<file path="config.mk">
export PLATFORM = sky130hd
export DESIGN_NAME = pwm_brake_mode_control
export DESIGN_NICKNAME = d
export VERILOG_FILES = /design/src/verilog/pwm_brake_pkg.sv /design/src/verilog/pwm_brake_mode_control.sv
export VERILOG_INCLUDE_DIRS = /design/src /design/src/verilog
export SDC_FILE = /design/constraint.sdc
export NUM_CORES = 1
export LEC_CHECK = 0
export ABC_AREA = 0
export ABC_CLOCK_PERIOD_IN_PS = 3000
export BUFFER_PORTS_ARGS = -buffer_cell sky130_fd_sc_hd__buf_4
export CORE_MARGIN = 2
export CORE_UTILIZATION = 40
export DETAILED_ROUTE_END_ITERATION = 12
export PLACE_DENSITY_LB_ADDON = 0.08
export SLEW_MARGIN = 20
export SYNTH_ARGS = -nofsm -noshare
export SYNTH_HDL_FRONTEND = slang
export SYNTH_SLANG_ARGS = --single-unit
export TNS_END_PERCENT = 10
</file>
<file path="constraint.sdc">
create_clock -name clk_sys -period 3 [get_ports clk_sys]
set_input_delay 0.15 -clock clk_sys [delete_from_list [all_inputs] [get_ports clk_sys]]
set_output_delay 0.15 -clock clk_sys [all_outputs]
set_load 0.05 [all_outputs]
</file>
<file path="src/verilog/pwm_brake_params.svh">
`ifndef PWM_BRAKE_PARAMS_SVH
`define PWM_BRAKE_PARAMS_SVH
`define IDX_BRAKE_MODE 8'hCE
`define IDX_CH4_CMP_LOW 8'hCF
`define IDX_GEN_CTRL 8'hC0
`define IDX_BRAKE_LEVEL 8'hC1
`define IDX_PERIOD_LOW 8'hC2
`define IDX_PERIOD_HIGH 8'hC3
`define IDX_CH4_CMP_HIGH 8'hC4
`define IDX_STATUS 8'hC5
`define RST_BRAKE_MODE 8'h00
`define RST_CH4_CMP_LOW 8'h00
`define RST_BRAKE_LEVEL 8'h00
`define RST_PERIOD_LOW 8'hFF
`define RST_PERIOD_HIGH 4'hF
`define RST_CH4_CMP_HIGH 4'h0
`define CTRL_RUN_BIT 0
`define CTRL_SMART_BIT 1
`define CTRL_FLAG_BIT 2
`define PRESCALE_DIV1 2'h0
`define PRESCALE_DIV2 2'h1
`define PRESCALE_DIV4 2'h2
`define PRESCALE_DIV16 2'h3
`define DIV_LAST_1 4'h0
`define DIV_LAST_2 4'h1
`define DIV_LAST_4 4'h3
`define DIV_LAST_16 4'hF
`define MODE_EDGE 2'h0
`define MODE_SHOT 2'h1
`define MODE_CENTRE 2'h2
`define MODE_RESERVED 2'h3
`endif

</file>
<file path="src/verilog/pwm_brake_pkg.sv">
package pwm_brake_pkg;

  // Field layout of the brake and mode control register, bit 7 first.
  typedef struct packed {
    logic brakeModeHigh;
    logic brakePolaritySelect;
    logic brakePinEnable;
    logic brakeEnable;
    logic [1:0] prescaleSelect;
    logic [1:0] counterModeSelect;
  } brake_mode_t;

  // One accepted bus request, held for its data phase.
  typedef struct packed {
    logic [7:0] idx;
    logic write;
  } ahb_req_t;

  typedef enum logic {
    DIR_UP,
    DIR_DOWN
  } count_dir_t;

endpackage

</file>
<file path="src/verilog/pwm_brake_mode_control.sv">
// How it works
// - Polarity 0: low brake pin asserts brake.
// - Polarity 1: high brake pin asserts brake.
// - No brake starts while enable is 0.
// - Prescale field divides clock by 1,2,4,16.
// - Prescaler phase-aligned while generator runs.
// - Mode field picks edge, single-shot, centre counting.
// - Software brake forces outputs to brake levels.
// - Software brake keeps generator and run bit.
// - Release shows current generator output at once.
// - Stop brake forces levels while run is 0.
// - Stop brake applies nothing while run is 1.
// - Stop brake release restores stopped generator state.
// - Pin brake forces levels and clears run.
// - Pin brake sets the brake flag.
// - Pin brake ends after pin release and enable clear.
// - Flag-only pin brake sets flag, generator runs.
// - Flag-only pin brake leaves outputs normal.
// - Channel 4 compare low byte is read/write.
`timescale 1ns/10ps
`include "pwm_brake_params.svh"

module pwm_brake_mode_control #(
  parameter int NCH = 6,
  parameter int CW = 12,
  parameter int AW = 12
) (
  // Clock, reset and clock enable.
  input wire logic clk_sys,
  input wire logic rstn,
  input wire logic clkEn,
  // AHB-Lite slave.
  input wire logic hsel,
  input wire logic [AW-1:0] haddr,
  input wire logic [1:0] htrans,
  input wire logic hwrite,
  input wire logic [2:0] hsize,
  input wire logic [31:0] hwdata,
  input wire logic hready,
  output logic hreadyout,
  output logic hresp,
  output logic [31:0] hrdata,
  // Brake sources.
  input wire logic brakeInputPin,
  input wire logic smartBrakeDetect,
  // Compare values of the channels other than channel 4.
  input wire logic [NCH*CW-1:0] otherCompare,
  // PWM outputs.
  output logic [NCH-1:0] pwmOut
);

  localparam int CH4 = 4;

  ////////////////////////////////////////////////////////////////////////////
  // Functions.

  function automatic logic [7:0] regIdx(input logic [AW-1:0] addr);
    regIdx = addr[9:2];
  endfunction

  function automatic logic [3:0] divLast(input logic [1:0] sel);
    unique case (sel)
      `PRESCALE_DIV1: divLast = `DIV_LAST_1;
      `PRESCALE_DIV2: divLast = `DIV_LAST_2;
      `PRESCALE_DIV4: divLast = `DIV_LAST_4;
      `PRESCALE_DIV16: divLast = `DIV_LAST_16;
    endcase
  endfunction

  ////////////////////////////////////////////////////////////////////////////
  // Registers and state.

  pwm_brake_pkg::brake_mode_t brakeMode_reg;
  pwm_brake_pkg::ahb_req_t req_reg;
  pwm_brake_pkg::count_dir_t dir_reg;
  logic [7:0] cmpLow_reg;
  logic [CW-9:0] cmpHigh_reg;
  logic [NCH-1:0] brakeLevel_reg;
  logic [CW-1:0] period_reg;
  logic [CW-1:0] cnt_reg;
  logic [3:0] preCnt_reg;
  logic generatorRun_reg;
  logic smartDetectSelect_reg;
  logic brakeFlag_reg;
  logic pinBrake_reg;
  logic shotDone_reg;
  logic wrPend_reg;
  logic rdWait_reg;
  logic [31:0] hrdata_reg;
  logic [NCH-1:0] pwmOut_reg;
  logic pinSync1_reg;
  logic pinSync2_reg;
  logic pinSync3_reg;
  logic pinStable_reg;

  logic accept;
  logic wrCommit;
  logic [7:0] wrIdx;
  logic brakeAsserted;
  logic softBrake;
  logic stopBrake;
  logic pinBrakeSet;
  logic flagSet;
  logic forceActive;
  logic tick;
  logic shotEnd;
  logic [NCH-1:0] genOut;
  logic [NCH*CW-1:0] compareAll;
  logic [31:0] readWord;

  ////////////////////////////////////////////////////////////////////////////
  // Bus slave: writes without wait, reads with one wait state.

  assign accept = hsel & htrans[1] & hready & clkEn;
  assign wrCommit = wrPend_reg & clkEn;
  assign wrIdx = req_reg.idx;
  assign hreadyout = ~rdWait_reg;
  assign hresp = 1'b0;
  assign hrdata = hrdata_reg;

  always_ff @(posedge clk_sys or negedge rstn) begin
    if (!rstn) begin
      req_reg <= '0;
      wrPend_reg <= 1'b0;
    end else if (clkEn) begin
      wrPend_reg <= accept & hwrite;
      if (accept) begin
        req_reg.idx <= regIdx(haddr);
        req_reg.write <= hwrite;
      end
    end
  end

  // Read data is taken one cycle after the address so that a write in
  // the previous data phase is already stored.
  always_ff @(posedge clk_sys or negedge rstn) begin
    if (!rstn) begin
      rdWait_reg <= 1'b0;
      hrdata_reg <= 32'h00000000;
    end else if (clkEn) begin
      if (rdWait_reg) begin
        rdWait_reg <= 1'b0;
        hrdata_reg <= readWord;
      end else begin
        rdWait_reg <= accept & ~hwrite;
      end
    end
  end

  always_comb begin
    readWord = 32'h00000000;
    unique case (req_reg.idx)
      `IDX_BRAKE_MODE: readWord[7:0] = brakeMode_reg;
      `IDX_CH4_CMP_LOW: readWord[7:0] = cmpLow_reg;
      `IDX_GEN_CTRL: begin
        readWord[`CTRL_RUN_BIT] = generatorRun_reg;
        readWord[`CTRL_SMART_BIT] = smartDetectSelect_reg;
        readWord[`CTRL_FLAG_BIT] = brakeFlag_reg;
      end
      `IDX_BRAKE_LEVEL: readWord[NCH-1:0] = brakeLevel_reg;
      `IDX_PERIOD_LOW: readWord[7:0] = period_reg[7:0];
      `IDX_PERIOD_HIGH: readWord[CW-9:0] = period_reg[CW-1:8];
      `IDX_CH4_CMP_HIGH: readWord[CW-9:0] = cmpHigh_reg;
      `IDX_STATUS: begin
        readWord[0] = pinBrake_reg;
        readWord[1] = forceActive;
        readWord[2] = pinStable_reg;
        readWord[3] = (dir_reg == pwm_brake_pkg::DIR_DOWN);
        readWord[4] = shotDone_reg;
      end
      default: readWord = 32'h00000000;
    endcase
  end

  ////////////////////////////////////////////////////////////////////////////
  // Software registers.

  always_ff @(posedge clk_sys or negedge rstn) begin
    if (!rstn) begin
      brakeMode_reg <= `RST_BRAKE_MODE;
    end else if (wrCommit && wrIdx == `IDX_BRAKE_MODE) begin
      brakeMode_reg.brakeModeHigh <= hwdata[7];
      brakeMode_reg.brakePolaritySelect <= hwdata[6];
      brakeMode_reg.brakePinEnable <= hwdata[5];
      brakeMode_reg.brakeEnable <= hwdata[4];
      brakeMode_reg.prescaleSelect <= hwdata[3:2];
      if (hwdata[1:0] != `MODE_RESERVED) begin
        brakeMode_reg.counterModeSelect <= hwdata[1:0];
      end
    end
  end

  always_ff @(posedge clk_sys or negedge rstn) begin
    if (!rstn) begin
      cmpLow_reg <= `RST_CH4_CMP_LOW;
      cmpHigh_reg <= `RST_CH4_CMP_HIGH;
      brakeLevel_reg <= '0;
      period_reg <= {`RST_PERIOD_HIGH, `RST_PERIOD_LOW};
      smartDetectSelect_reg <= 1'b0;
    end else if (wrCommit) begin
      if (wrIdx == `IDX_CH4_CMP_LOW) cmpLow_reg <= hwdata[7:0];
      if (wrIdx == `IDX_CH4_CMP_HIGH) cmpHigh_reg <= hwdata[CW-9:0];
      if (wrIdx == `IDX_BRAKE_LEVEL) brakeLevel_reg <= hwdata[NCH-1:0];
      if (wrIdx == `IDX_PERIOD_LOW) period_reg[7:0] <= hwdata[7:0];
      if (wrIdx == `IDX_PERIOD_HIGH) period_reg[CW-1:8] <= hwdata[CW-9:0];
      if (wrIdx == `IDX_GEN_CTRL) begin
        smartDetectSelect_reg <= hwdata[`CTRL_SMART_BIT];
      end
    end
  end

  ////////////////////////////////////////////////////////////////////////////
  // Brake pin synchroniser: a change counts once stages two and three agree.

  always_ff @(posedge clk_sys or negedge rstn) begin
    if (!rstn) begin
      pinSync1_reg <= 1'b0;
      pinSync2_reg <= 1'b0;
      pinSync3_reg <= 1'b0;
      pinStable_reg <= 1'b0;
    end else if (clkEn) begin
      pinSync1_reg <= brakeInputPin;
      pinSync2_reg <= pinSync1_reg;
      pinSync3_reg <= pinSync2_reg;
      if (pinSync2_reg == pinSync3_reg) pinStable_reg <= pinSync3_reg;
    end
  end

  ////////////////////////////////////////////////////////////////////////////
  // Brake conditions.

  assign brakeAsserted = smartDetectSelect_reg ? smartBrakeDetect :
    brakeMode_reg.brakePolaritySelect ? pinStable_reg :
    ~pinStable_reg;

  // Every condition is gated by the brake enable bit.
  assign softBrake = brakeMode_reg.brakeEnable &
    ~brakeMode_reg.brakePinEnable & ~brakeMode_reg.brakeModeHigh;
  assign stopBrake = brakeMode_reg.brakeEnable &
    ~brakeMode_reg.brakePinEnable & brakeMode_reg.brakeModeHigh &
    ~generatorRun_reg;
  assign pinBrakeSet = brakeMode_reg.brakeEnable &
    brakeMode_reg.brakePinEnable & ~brakeMode_reg.brakeModeHigh &
    brakeAsserted;
  assign flagSet = brakeMode_reg.brakeEnable &
    brakeMode_reg.brakePinEnable & brakeAsserted;
  assign forceActive = softBrake | stopBrake | pinBrake_reg;

  // The pin brake holds until the pin is released and enable is cleared.
  always_ff @(posedge clk_sys or negedge rstn) begin
    if (!rstn) begin
      pinBrake_reg <= 1'b0;
    end else if (clkEn) begin
      if (pinBrakeSet) begin
        pinBrake_reg <= 1'b1;
      end else if (!brakeAsserted && !brakeMode_reg.brakeEnable) begin
        pinBrake_reg <= 1'b0;
      end
    end
  end

  // Brake flag: write one to clear, a new brake event wins.
  always_ff @(posedge clk_sys or negedge rstn) begin
    if (!rstn) begin
      brakeFlag_reg <= 1'b0;
    end else if (clkEn) begin
      if (flagSet) begin
        brakeFlag_reg <= 1'b1;
      end else if (wrCommit && wrIdx == `IDX_GEN_CTRL &&
                   hwdata[`CTRL_FLAG_BIT]) begin
        brakeFlag_reg <= 1'b0;
      end
    end
  end

  // Run bit: hardware stops for a pin brake or a finished single shot.
  always_ff @(posedge clk_sys or negedge rstn) begin
    if (!rstn) begin
      generatorRun_reg <= 1'b0;
    end else if (clkEn) begin
      if (pinBrakeSet || pinBrake_reg || shotEnd) begin
        generatorRun_reg <= 1'b0;
      end else if (wrCommit && wrIdx == `IDX_GEN_CTRL) begin
        generatorRun_reg <= hwdata[`CTRL_RUN_BIT];
      end
    end
  end

  ////////////////////////////////////////////////////////////////////////////
  // Prescaler: held at zero while stopped so that it starts in phase.

  assign tick = generatorRun_reg &
    (preCnt_reg == divLast(brakeMode_reg.prescaleSelect));

  always_ff @(posedge clk_sys or negedge rstn) begin
    if (!rstn) begin
      preCnt_reg <= 4'h0;
    end else if (clkEn) begin
      if (!generatorRun_reg || tick) begin
        preCnt_reg <= 4'h0;
      end else begin
        preCnt_reg <= preCnt_reg + 4'h1;
      end
    end
  end

  ////////////////////////////////////////////////////////////////////////////
  // Counter. It keeps running through a software brake.

  assign shotEnd = tick &
    (brakeMode_reg.counterModeSelect == `MODE_SHOT) &
    (cnt_reg == period_reg);

  always_ff @(posedge clk_sys or negedge rstn) begin
    if (!rstn) begin
      cnt_reg <= '0;
      dir_reg <= pwm_brake_pkg::DIR_UP;
      shotDone_reg <= 1'b0;
    end else if (clkEn) begin
      if (shotDone_reg && generatorRun_reg) begin
        cnt_reg <= '0;
        shotDone_reg <= 1'b0;
      end else if (tick) begin
        unique case (brakeMode_reg.counterModeSelect)
          `MODE_EDGE: begin
            dir_reg <= pwm_brake_pkg::DIR_UP;
            if (cnt_reg == period_reg) begin
              cnt_reg <= '0;
            end else begin
              cnt_reg <= cnt_reg + 1'b1;
            end
          end
          `MODE_SHOT: begin
            dir_reg <= pwm_brake_pkg::DIR_UP;
            if (cnt_reg == period_reg) begin
              shotDone_reg <= 1'b1;
            end else begin
              cnt_reg <= cnt_reg + 1'b1;
            end
          end
          `MODE_CENTRE: begin
            if (dir_reg == pwm_brake_pkg::DIR_UP) begin
              if (cnt_reg == period_reg) begin
                dir_reg <= pwm_brake_pkg::DIR_DOWN;
                cnt_reg <= cnt_reg - 1'b1;
              end else begin
                cnt_reg <= cnt_reg + 1'b1;
              end
            end else begin
              if (cnt_reg == '0) begin
                dir_reg <= pwm_brake_pkg::DIR_UP;
                cnt_reg <= cnt_reg + 1'b1;
              end else begin
                cnt_reg <= cnt_reg - 1'b1;
              end
            end
          end
          default: cnt_reg <= cnt_reg;
        endcase
      end
    end
  end

  ////////////////////////////////////////////////////////////////////////////
  // Generator compare and output stage.

  always_comb begin
    compareAll = otherCompare;
    compareAll[CH4*CW +: CW] = {cmpHigh_reg, cmpLow_reg};
  end

  always_comb begin
    for (int i = 0; i < NCH; i++) begin
      genOut[i] = (cnt_reg < compareAll[i*CW +: CW]);
    end
  end

  // A stopped generator holds its count, so its held state reappears once
  // a stop or pin brake is released.
  always_ff @(posedge clk_sys or negedge rstn) begin
    if (!rstn) begin
      pwmOut_reg <= '0;
    end else if (clkEn) begin
      if (forceActive) begin
        pwmOut_reg <= brakeLevel_reg;
      end else begin
        pwmOut_reg <= genOut;
      end
    end
  end

  assign pwmOut = pwmOut_reg;

endmodule

</file>
==> impl_results.md, run 1 <==
- Status: complete, no violations
- Synthesized area per cell: 9.20 um^2
- Clock latency on the worst-skew pair: 350 ps
- First DRT Iteration DRCs: 389
- Total power after layout: 3.35 mW
- Cell type contributing the most total cell area after synthesis: dfrtp_1
- Count of endpoints failing hold in the final timing report: 0
- Final wirelength: 19500 um
- Part of the power in the clock network: 32.3%
- Max-cap violations: 0
- Final worst path period need: 2570 ps
- Unrepaired setup endpoints after global routing: no
- Relative max-transition margin: 49.5%
- Maximum clock insertion buffer count: 2
- Area contributors post-synth: dfrtp_1, ha_1, mux2_2
- Maximum number of pins on one net before global-route repair: 47
- Core region area: 16600 um^2
- Die H: roughly 130 um
- Seq/Total Area, Yosys: approximately 33%
- Total number of nets in the final design: 1041
- Combined area of the multi-input logic cells: 4000 um^2
- Critical Path Sink Type: register
- Average wire per standard cell: 18.3 um
- Flip-flop and latch count after synthesis: just under 90
- Number of buffers added on ports: 99
- H-tree level count: 3
- Via count: 5704
- Worst-case clock skew: 7.24 ps
- Number of max-slew violations in the final report: 0
- Die width: 134 um
- Startpoint kind of the worst setup timing path: register
- Final setup viols: 0
- Number of nets still failing antenna checks after routing: 0
- Total congestion overflow after global routing: 0
- Number of synthesized flops with an enable pin: 0
- Post-synthesis instance total: 737
- Antenna violations before repair: 0
- Total clock buffers created by CTS: 9
- Number of clock sinks: 88
- Leakage power: 3.99 nW
- Filler-free cell count of the finished design: 1063
- Syn Std Cell Area: roughly 6800 um^2
- Crit path DAT: 2790 ps
- Worst slew pin tran: 755 ps
- Design internal power: 2.23 mW
- Fmax: between 0.3 and 0.4 GHz
- Top-area cell type share of the netlist area: 28.1%
- Full die area: 18000 um^2
- 1st-pass router iterations: 6
- Global-route usage over all layers: 22.3%
- Sum of negative setup slack: 0 ps
- Share of cells above drive strength 1: 24.4%
- Area delta synth->final: 17.8%
- Power share of the combinational group: 26.4%
- Sw power: about 1.1 mW
- Gpl congestion: 0.893
- Share of power burned in registers: 41.2%
- Final period utilization: 85.7%
- Post-Place Setup Slack: roughly 410 ps
- Hpwl dp: approximately 15000 um
- Via/cell ratio: 5.37
- Min setup slack post-route: 428 ps
- Commonest cells in the netlist: inv_1, dfrtp_1, ha_1
- Std-Cell Rows: 47
- Number of global-route vias before repair: 5679
- Clock Root Buffer: clkbuf_16
- Top-count cell post-synth: inv_1
- Required @ worst endpoint: between 3000 and 4000 ps
- Diode insertion count for antenna repair: 0
- Most common flop cell mapped by yosys: dfrtp_1
- Setup slack on the worst flop-to-flop path: roughly 430 ps
- VDD IR max: 0.351 mV
- Starting density of the core: 40.9%
- Fillcell total: 1597
- Clock slew at the register clock pins of the worst setup and hold paths: ~60 ps
- Switching part of the total: about a third
- Post-CTS resize count: 0
- CTS tree: done
- Number of warnings reported in the yosys synthesis log: 0
- Async set-reset flop share out of synthesis: 100%
- Register area: 2220 um^2
- I/O pin count: 169
- Worst-path maximum fanout: 11
- Worst Path Class, Setup: reg -> reg
- Global-route wire length before repair: roughly 31000 um
- Power Density: around 420 nW/um^2
- Number of distinct library cells after synthesis: 68
- Drt drc: 0
- Worst hold-check path type: in -> reg
- DP Cell Count: 1046
worst max-delay path, stage by stage, from the launching register on:
cell	delay [ps]
dfrtp_1	640
xnor2_1	190
nand4_1	220
o41ai_2	320
and3_1	510
nor2_2	110
a2111oi_2	410
a21oi_2	50
cells in the final DEF (no fill, tap or decap), drive strengths merged, types with 18 or more instances in the layout:
cell	netlist	layout
dfrtp	76	76
inv	86	86
o21ai	45	45
nor2	32	32
mux2	38	38
nand2	71	71
a21oi	18	18
ha	74	74
buf	39	118
conb	1	25
stage by stage:
stage          hold WS (ps)  cell area [um^2]  util, %
2_1_floorplan          -146              6870        -
3_3_place_gp            217              7700     46.4
3_5_place_dp            221              7700     46.4
4_1_cts                27.3              7990     48.2
5_1_grt                26.0              7990     48.2
6_report               35.9              7990     48.2
worst paths after layout:
kind,start,end,cells after the start
worst max-delay path,cnt_reg[6]$_DFFE_PN0P_,cnt_reg[6]$_DFFE_PN0P_,7
worst min-delay path,hwdata[7],cmpLow_reg[7]$_DFFE_PN0P_,3
worst max register to register,cnt_reg[6]$_DFFE_PN0P_,cnt_reg[6]$_DFFE_PN0P_,7
worst min register to register,hrdata[5]$_DFFE_PN0P_,hrdata[5]$_DFFE_PN0P_,1
max in group asynchronous,rstn,period_reg[5]$_DFFE_PN1P_,3
min in group asynchronous,rstn,pinSync3_reg$_DFFE_PN0P_,2
kinds of logic after synthesis:
kind of cell	after synthesis	synth area share, %
flip-flops	88	32.7
adder cells (fa/ha/maj)	74	13.7
other	1	0.0553
XOR/XNOR	21	2.94
AND/OR/NAND/NOR	181	13.2
multiplexers	50	8.45
buffers and inverters	139	9.65
AO/OA/AOI/OAI	183	19.3
timing repair:
action	in CTS	in global routing
hold buffers	1	0
hold endpoints to repair	41	0
buffers inserted	0	0
routing by layer:
layer	vias up	GRT usage (%)	part of all wire [%]
li1	2782	-	-
met1	2690	30.4	46
met2	207	36.6	47
met3	25	3.70	5.6
met4	0	6.26	1.9
met5	-	0	0
final cells by class:
type                       instances  area share [%]
tap                              220            3.45
clock inverter                     2           0.172
timing repair buffer             119            11.2
sequential                        88            27.8
clock buffer                      14            3.31
multi-input combinational        534            50.0
inverter                          86            4.04
power by group through the flow:
| stage | clock network [mW] | registers [mW] | logic (mW) |
|---|---|---|---|
| 6_report | 1.08 | 1.38 | 0.887 |
| 5_1_grt | 1.16 | 1.40 | 0.979 |
| 4_1_cts | 1.10 | 1.38 | 0.892 |
| 3_5_place_dp | 0 | 1.40 | 0.887 |
| 3_3_place_gp | 0 | 1.40 | 0.870 |
| 2_1_floorplan | 0 | 1.43 | 0.552 |
No activity file was read; power rests on OpenSTA's default activity.
==> run 2: changes to the inputs <==
--- a/config.mk
+++ b/config.mk
@@ -9,8 +9,10 @@
 export ABC_AREA = 0
 export ABC_CLOCK_PERIOD_IN_PS = 3000
 export BUFFER_PORTS_ARGS = -buffer_cell sky130_fd_sc_hd__buf_4
+export CELL_PAD_IN_SITES_DETAIL_PLACEMENT = 0
+export CELL_PAD_IN_SITES_GLOBAL_PLACEMENT = 2
 export CORE_MARGIN = 2
-export CORE_UTILIZATION = 40
+export CORE_UTILIZATION = 33
 export DETAILED_ROUTE_END_ITERATION = 12
 export PLACE_DENSITY_LB_ADDON = 0.08
 export SLEW_MARGIN = 20
==> impl_results.md, run 2 (synthesis results as in run 1) <==
- Worst-path maximum fanout: 14 (+3)
- Power Density: 418 nW/um^2 (-0.50%)
- Die width: 147 um (+9.8%)
- Highest-count cells in the layout ignoring fill and taps: buf_4, inv_1, dfrtp_1, ha_1, nand2_1
- Reg2Reg Depth: 9 (+2)
- Number of clock sinks: 88 (unchanged)
- Core region area: 20200 um^2 (+22%)
- Max-cap violations: 0 (unchanged)
- Worst-case clock skew: 5.54 ps (-1.70 ps)
- Critical Path Sink Type: register
- Worst Path Class, Setup: reg -> reg
- Number of cells traversed by the worst hold path: 3 (unchanged)
- Diode insertion count for antenna repair: 0 (unchanged)
- Final worst path period need: 2620 ps (+44.5 ps)
- Fmax: 0.382 GHz (-1.7%)
- Worst R2R End: cnt_reg[4]$_DFFE_PN0P_
- Number of nets still failing antenna checks after routing: 0 (unchanged)
- Hpwl dp: 15900 um (+7.9%)
- Via/cell ratio: 5.10 (-5.0%)
- Unrepaired setup endpoints after global routing: no
- Final period utilization: 87.2% (+1.5 points)
- Post-CTS resize count: 0 (unchanged)
- Maximum clock insertion buffer count: 2 (unchanged)
- Startpoint kind of the worst setup timing path: register
- Via count: 5689 (-0.26%)
- Clock Root Buffer: clkbuf_16
- First DRT Iteration DRCs: 298 (-23%)
- Sum of negative setup slack: 0 ps (unchanged)
- Worst Hold Path EP: cmpLow_reg[2]$_DFFE_PN0P_
- Count of endpoints failing hold in the final timing report: 0 (unchanged)
- Slowest-stage cell, CP: dfrtp_1
- Clock slew at the register clock pins of the worst setup and hold paths: 60 ps (about the same)
- H-tree level count: 3 (unchanged)
- Final wirelength: 20500 um (+5.3%)
- Hold Startpoint: hwdata[2]
- CTS tree: done
- Required @ worst endpoint: 3240 ps (+20 ps)
- Setup slack on the worst flop-to-flop path: 380 ps (-40 ps)
- Number of buffers added on ports: 99 (unchanged)
- Global-route wire length before repair: 32700 um (+5.2%)
- Clock latency on the worst-skew pair: 350 ps (about the same)
- Ordered cell list for the critical path: xnor2_1 > nand4_1 > nor3_2 > buf_4 > a211oi_1 > o21bai_2 > buf_4 > o21ai_1 > o21ai_1
- Final design utilization: 40.0% (-8.1 points)
- Maximum number of pins on one net before global-route repair: 46 (-2.1%)
- I/O pin count: 169 (unchanged)
- Total clock buffers created by CTS: 9 (unchanged)
- Total number of nets in the final design: 1044 (+0.29%)
- Total congestion overflow after global routing: 0 (unchanged)
- Full die area: 21700 um^2 (+21%)
- Share of cells above drive strength 1: 24.8% (+0.39 points)
- Std-Cell Rows: 52 (+11%)
- Leakage power: 4.01 nW (+0.31%)
- Worst slew pin tran: 662 ps (-93.4 ps)
- Number of global-route vias before repair: 5788 (+1.9%)
- Antenna violations before repair: 0 (unchanged)
- Drt drc: 0 (unchanged)
- Number of max-slew violations in the final report: 0 (unchanged)
- Global-route usage over all layers: 19.4% (-2.9 points)
- Area delta synth->final: 19.2%
- VDD IR max: 0.295 mV (-16%)
- Final setup viols: 0 (unchanged)
- Die H: 147 um (+9.8%)
- Crit path DAT: 2860 ps (+70 ps)
- Average wire per standard cell: 18.4 um (+0.28%)
- Relative max-transition margin: 55.9% (+6.4 points)
- Delay of the slowest cell on the worst path: 770 ps (+130 ps)
- Reg2reg start: cnt_reg[2]$_DFFE_PN0P_
- Most common cell after layout, fill and taps aside: buf_4
- Worst hold-check path type: in -> reg
- Status: complete, no violations
- 1st-pass router iterations: 5 (-1)
- Starting density of the core: 33.6% (-7.3 points)
- Gpl congestion: 0.832 (-6.9%)
-- run 2: changes by cell type in the layout (fill, tap and decap cells not counted) --
cell        change
buf_4           +3
clkbuf_1        -1
clkinv_2        -1
clkinvlp_4      +1
inv_6           +1
-- run 2: repair_timing --
action / in CTS / in global routing
setup endpoints to repair: 0 / 0
buffers inserted: 0 / 0
hold endpoints to repair: 34 / 0
hold buffers: 1 / 0
-- run 2: area by class of cell --
type                       count  area, um^2
sequential                    88        2220
clock inverter                 3        25.0
multi-input combinational    534        4000
fill                        2059       12100
inverter                      86         323
tap                          270         338
timing repair buffer         122         918
clock buffer                  13         260
-- run 2: where the power goes --
group	switching (mW)	internal, mW
sequential	0.0935	1.27
combinational	0.549	0.355
clock	0.494	0.613
-- run 2: per-stage QoR --
stage	cells	instance area [um^2]	worst slack [ps]	power, mW	hold slack (ps)
finish	1116	8080	383	3.38	21.1
global route	1116	8080	195	3.58	26.2
CTS	1116	8080	353	3.42	20.1
detailed placement	1099	7780	382	2.30	206
global placement	1099	7780	396	2.29	197
floorplan	761	6870	638	1.98	-146
-- run 2: how the worst max path moves through the flow --
stage                            from                     end  depth (start not counted)
2_1_floorplan  cnt_reg[0]$_DFFE_PN0P_  cnt_reg[6]$_DFFE_PN0P_                         11
3_3_place_gp   cnt_reg[2]$_DFFE_PN0P_  cnt_reg[4]$_DFFE_PN0P_                          9
3_5_place_dp   cnt_reg[2]$_DFFE_PN0P_  cnt_reg[4]$_DFFE_PN0P_                          9
4_1_cts        cnt_reg[2]$_DFFE_PN0P_  cnt_reg[4]$_DFFE_PN0P_                          9
5_1_grt        cnt_reg[2]$_DFFE_PN0P_  cnt_reg[4]$_DFFE_PN0P_                          9
6_report       cnt_reg[2]$_DFFE_PN0P_  cnt_reg[4]$_DFFE_PN0P_                          9
-- run 2: worst max-delay path: cells and delay by family (launching register included) --
kind | cells | cell delay [ps]
buffers and inverters | 2 | 470
xor gates and xnor gates | 1 | 180
and+or+nand+nor | 2 | 440
DFF | 1 | 770
AOI/OAI and AO/OA | 4 | 630
-- run 2: routing by layer --
layer	share of wire [%]	GRT usage (%)
met5	0	0
met4	1.1	5.05
met3	5.3	2.52
met2	47	32.4
met1	47	26.5
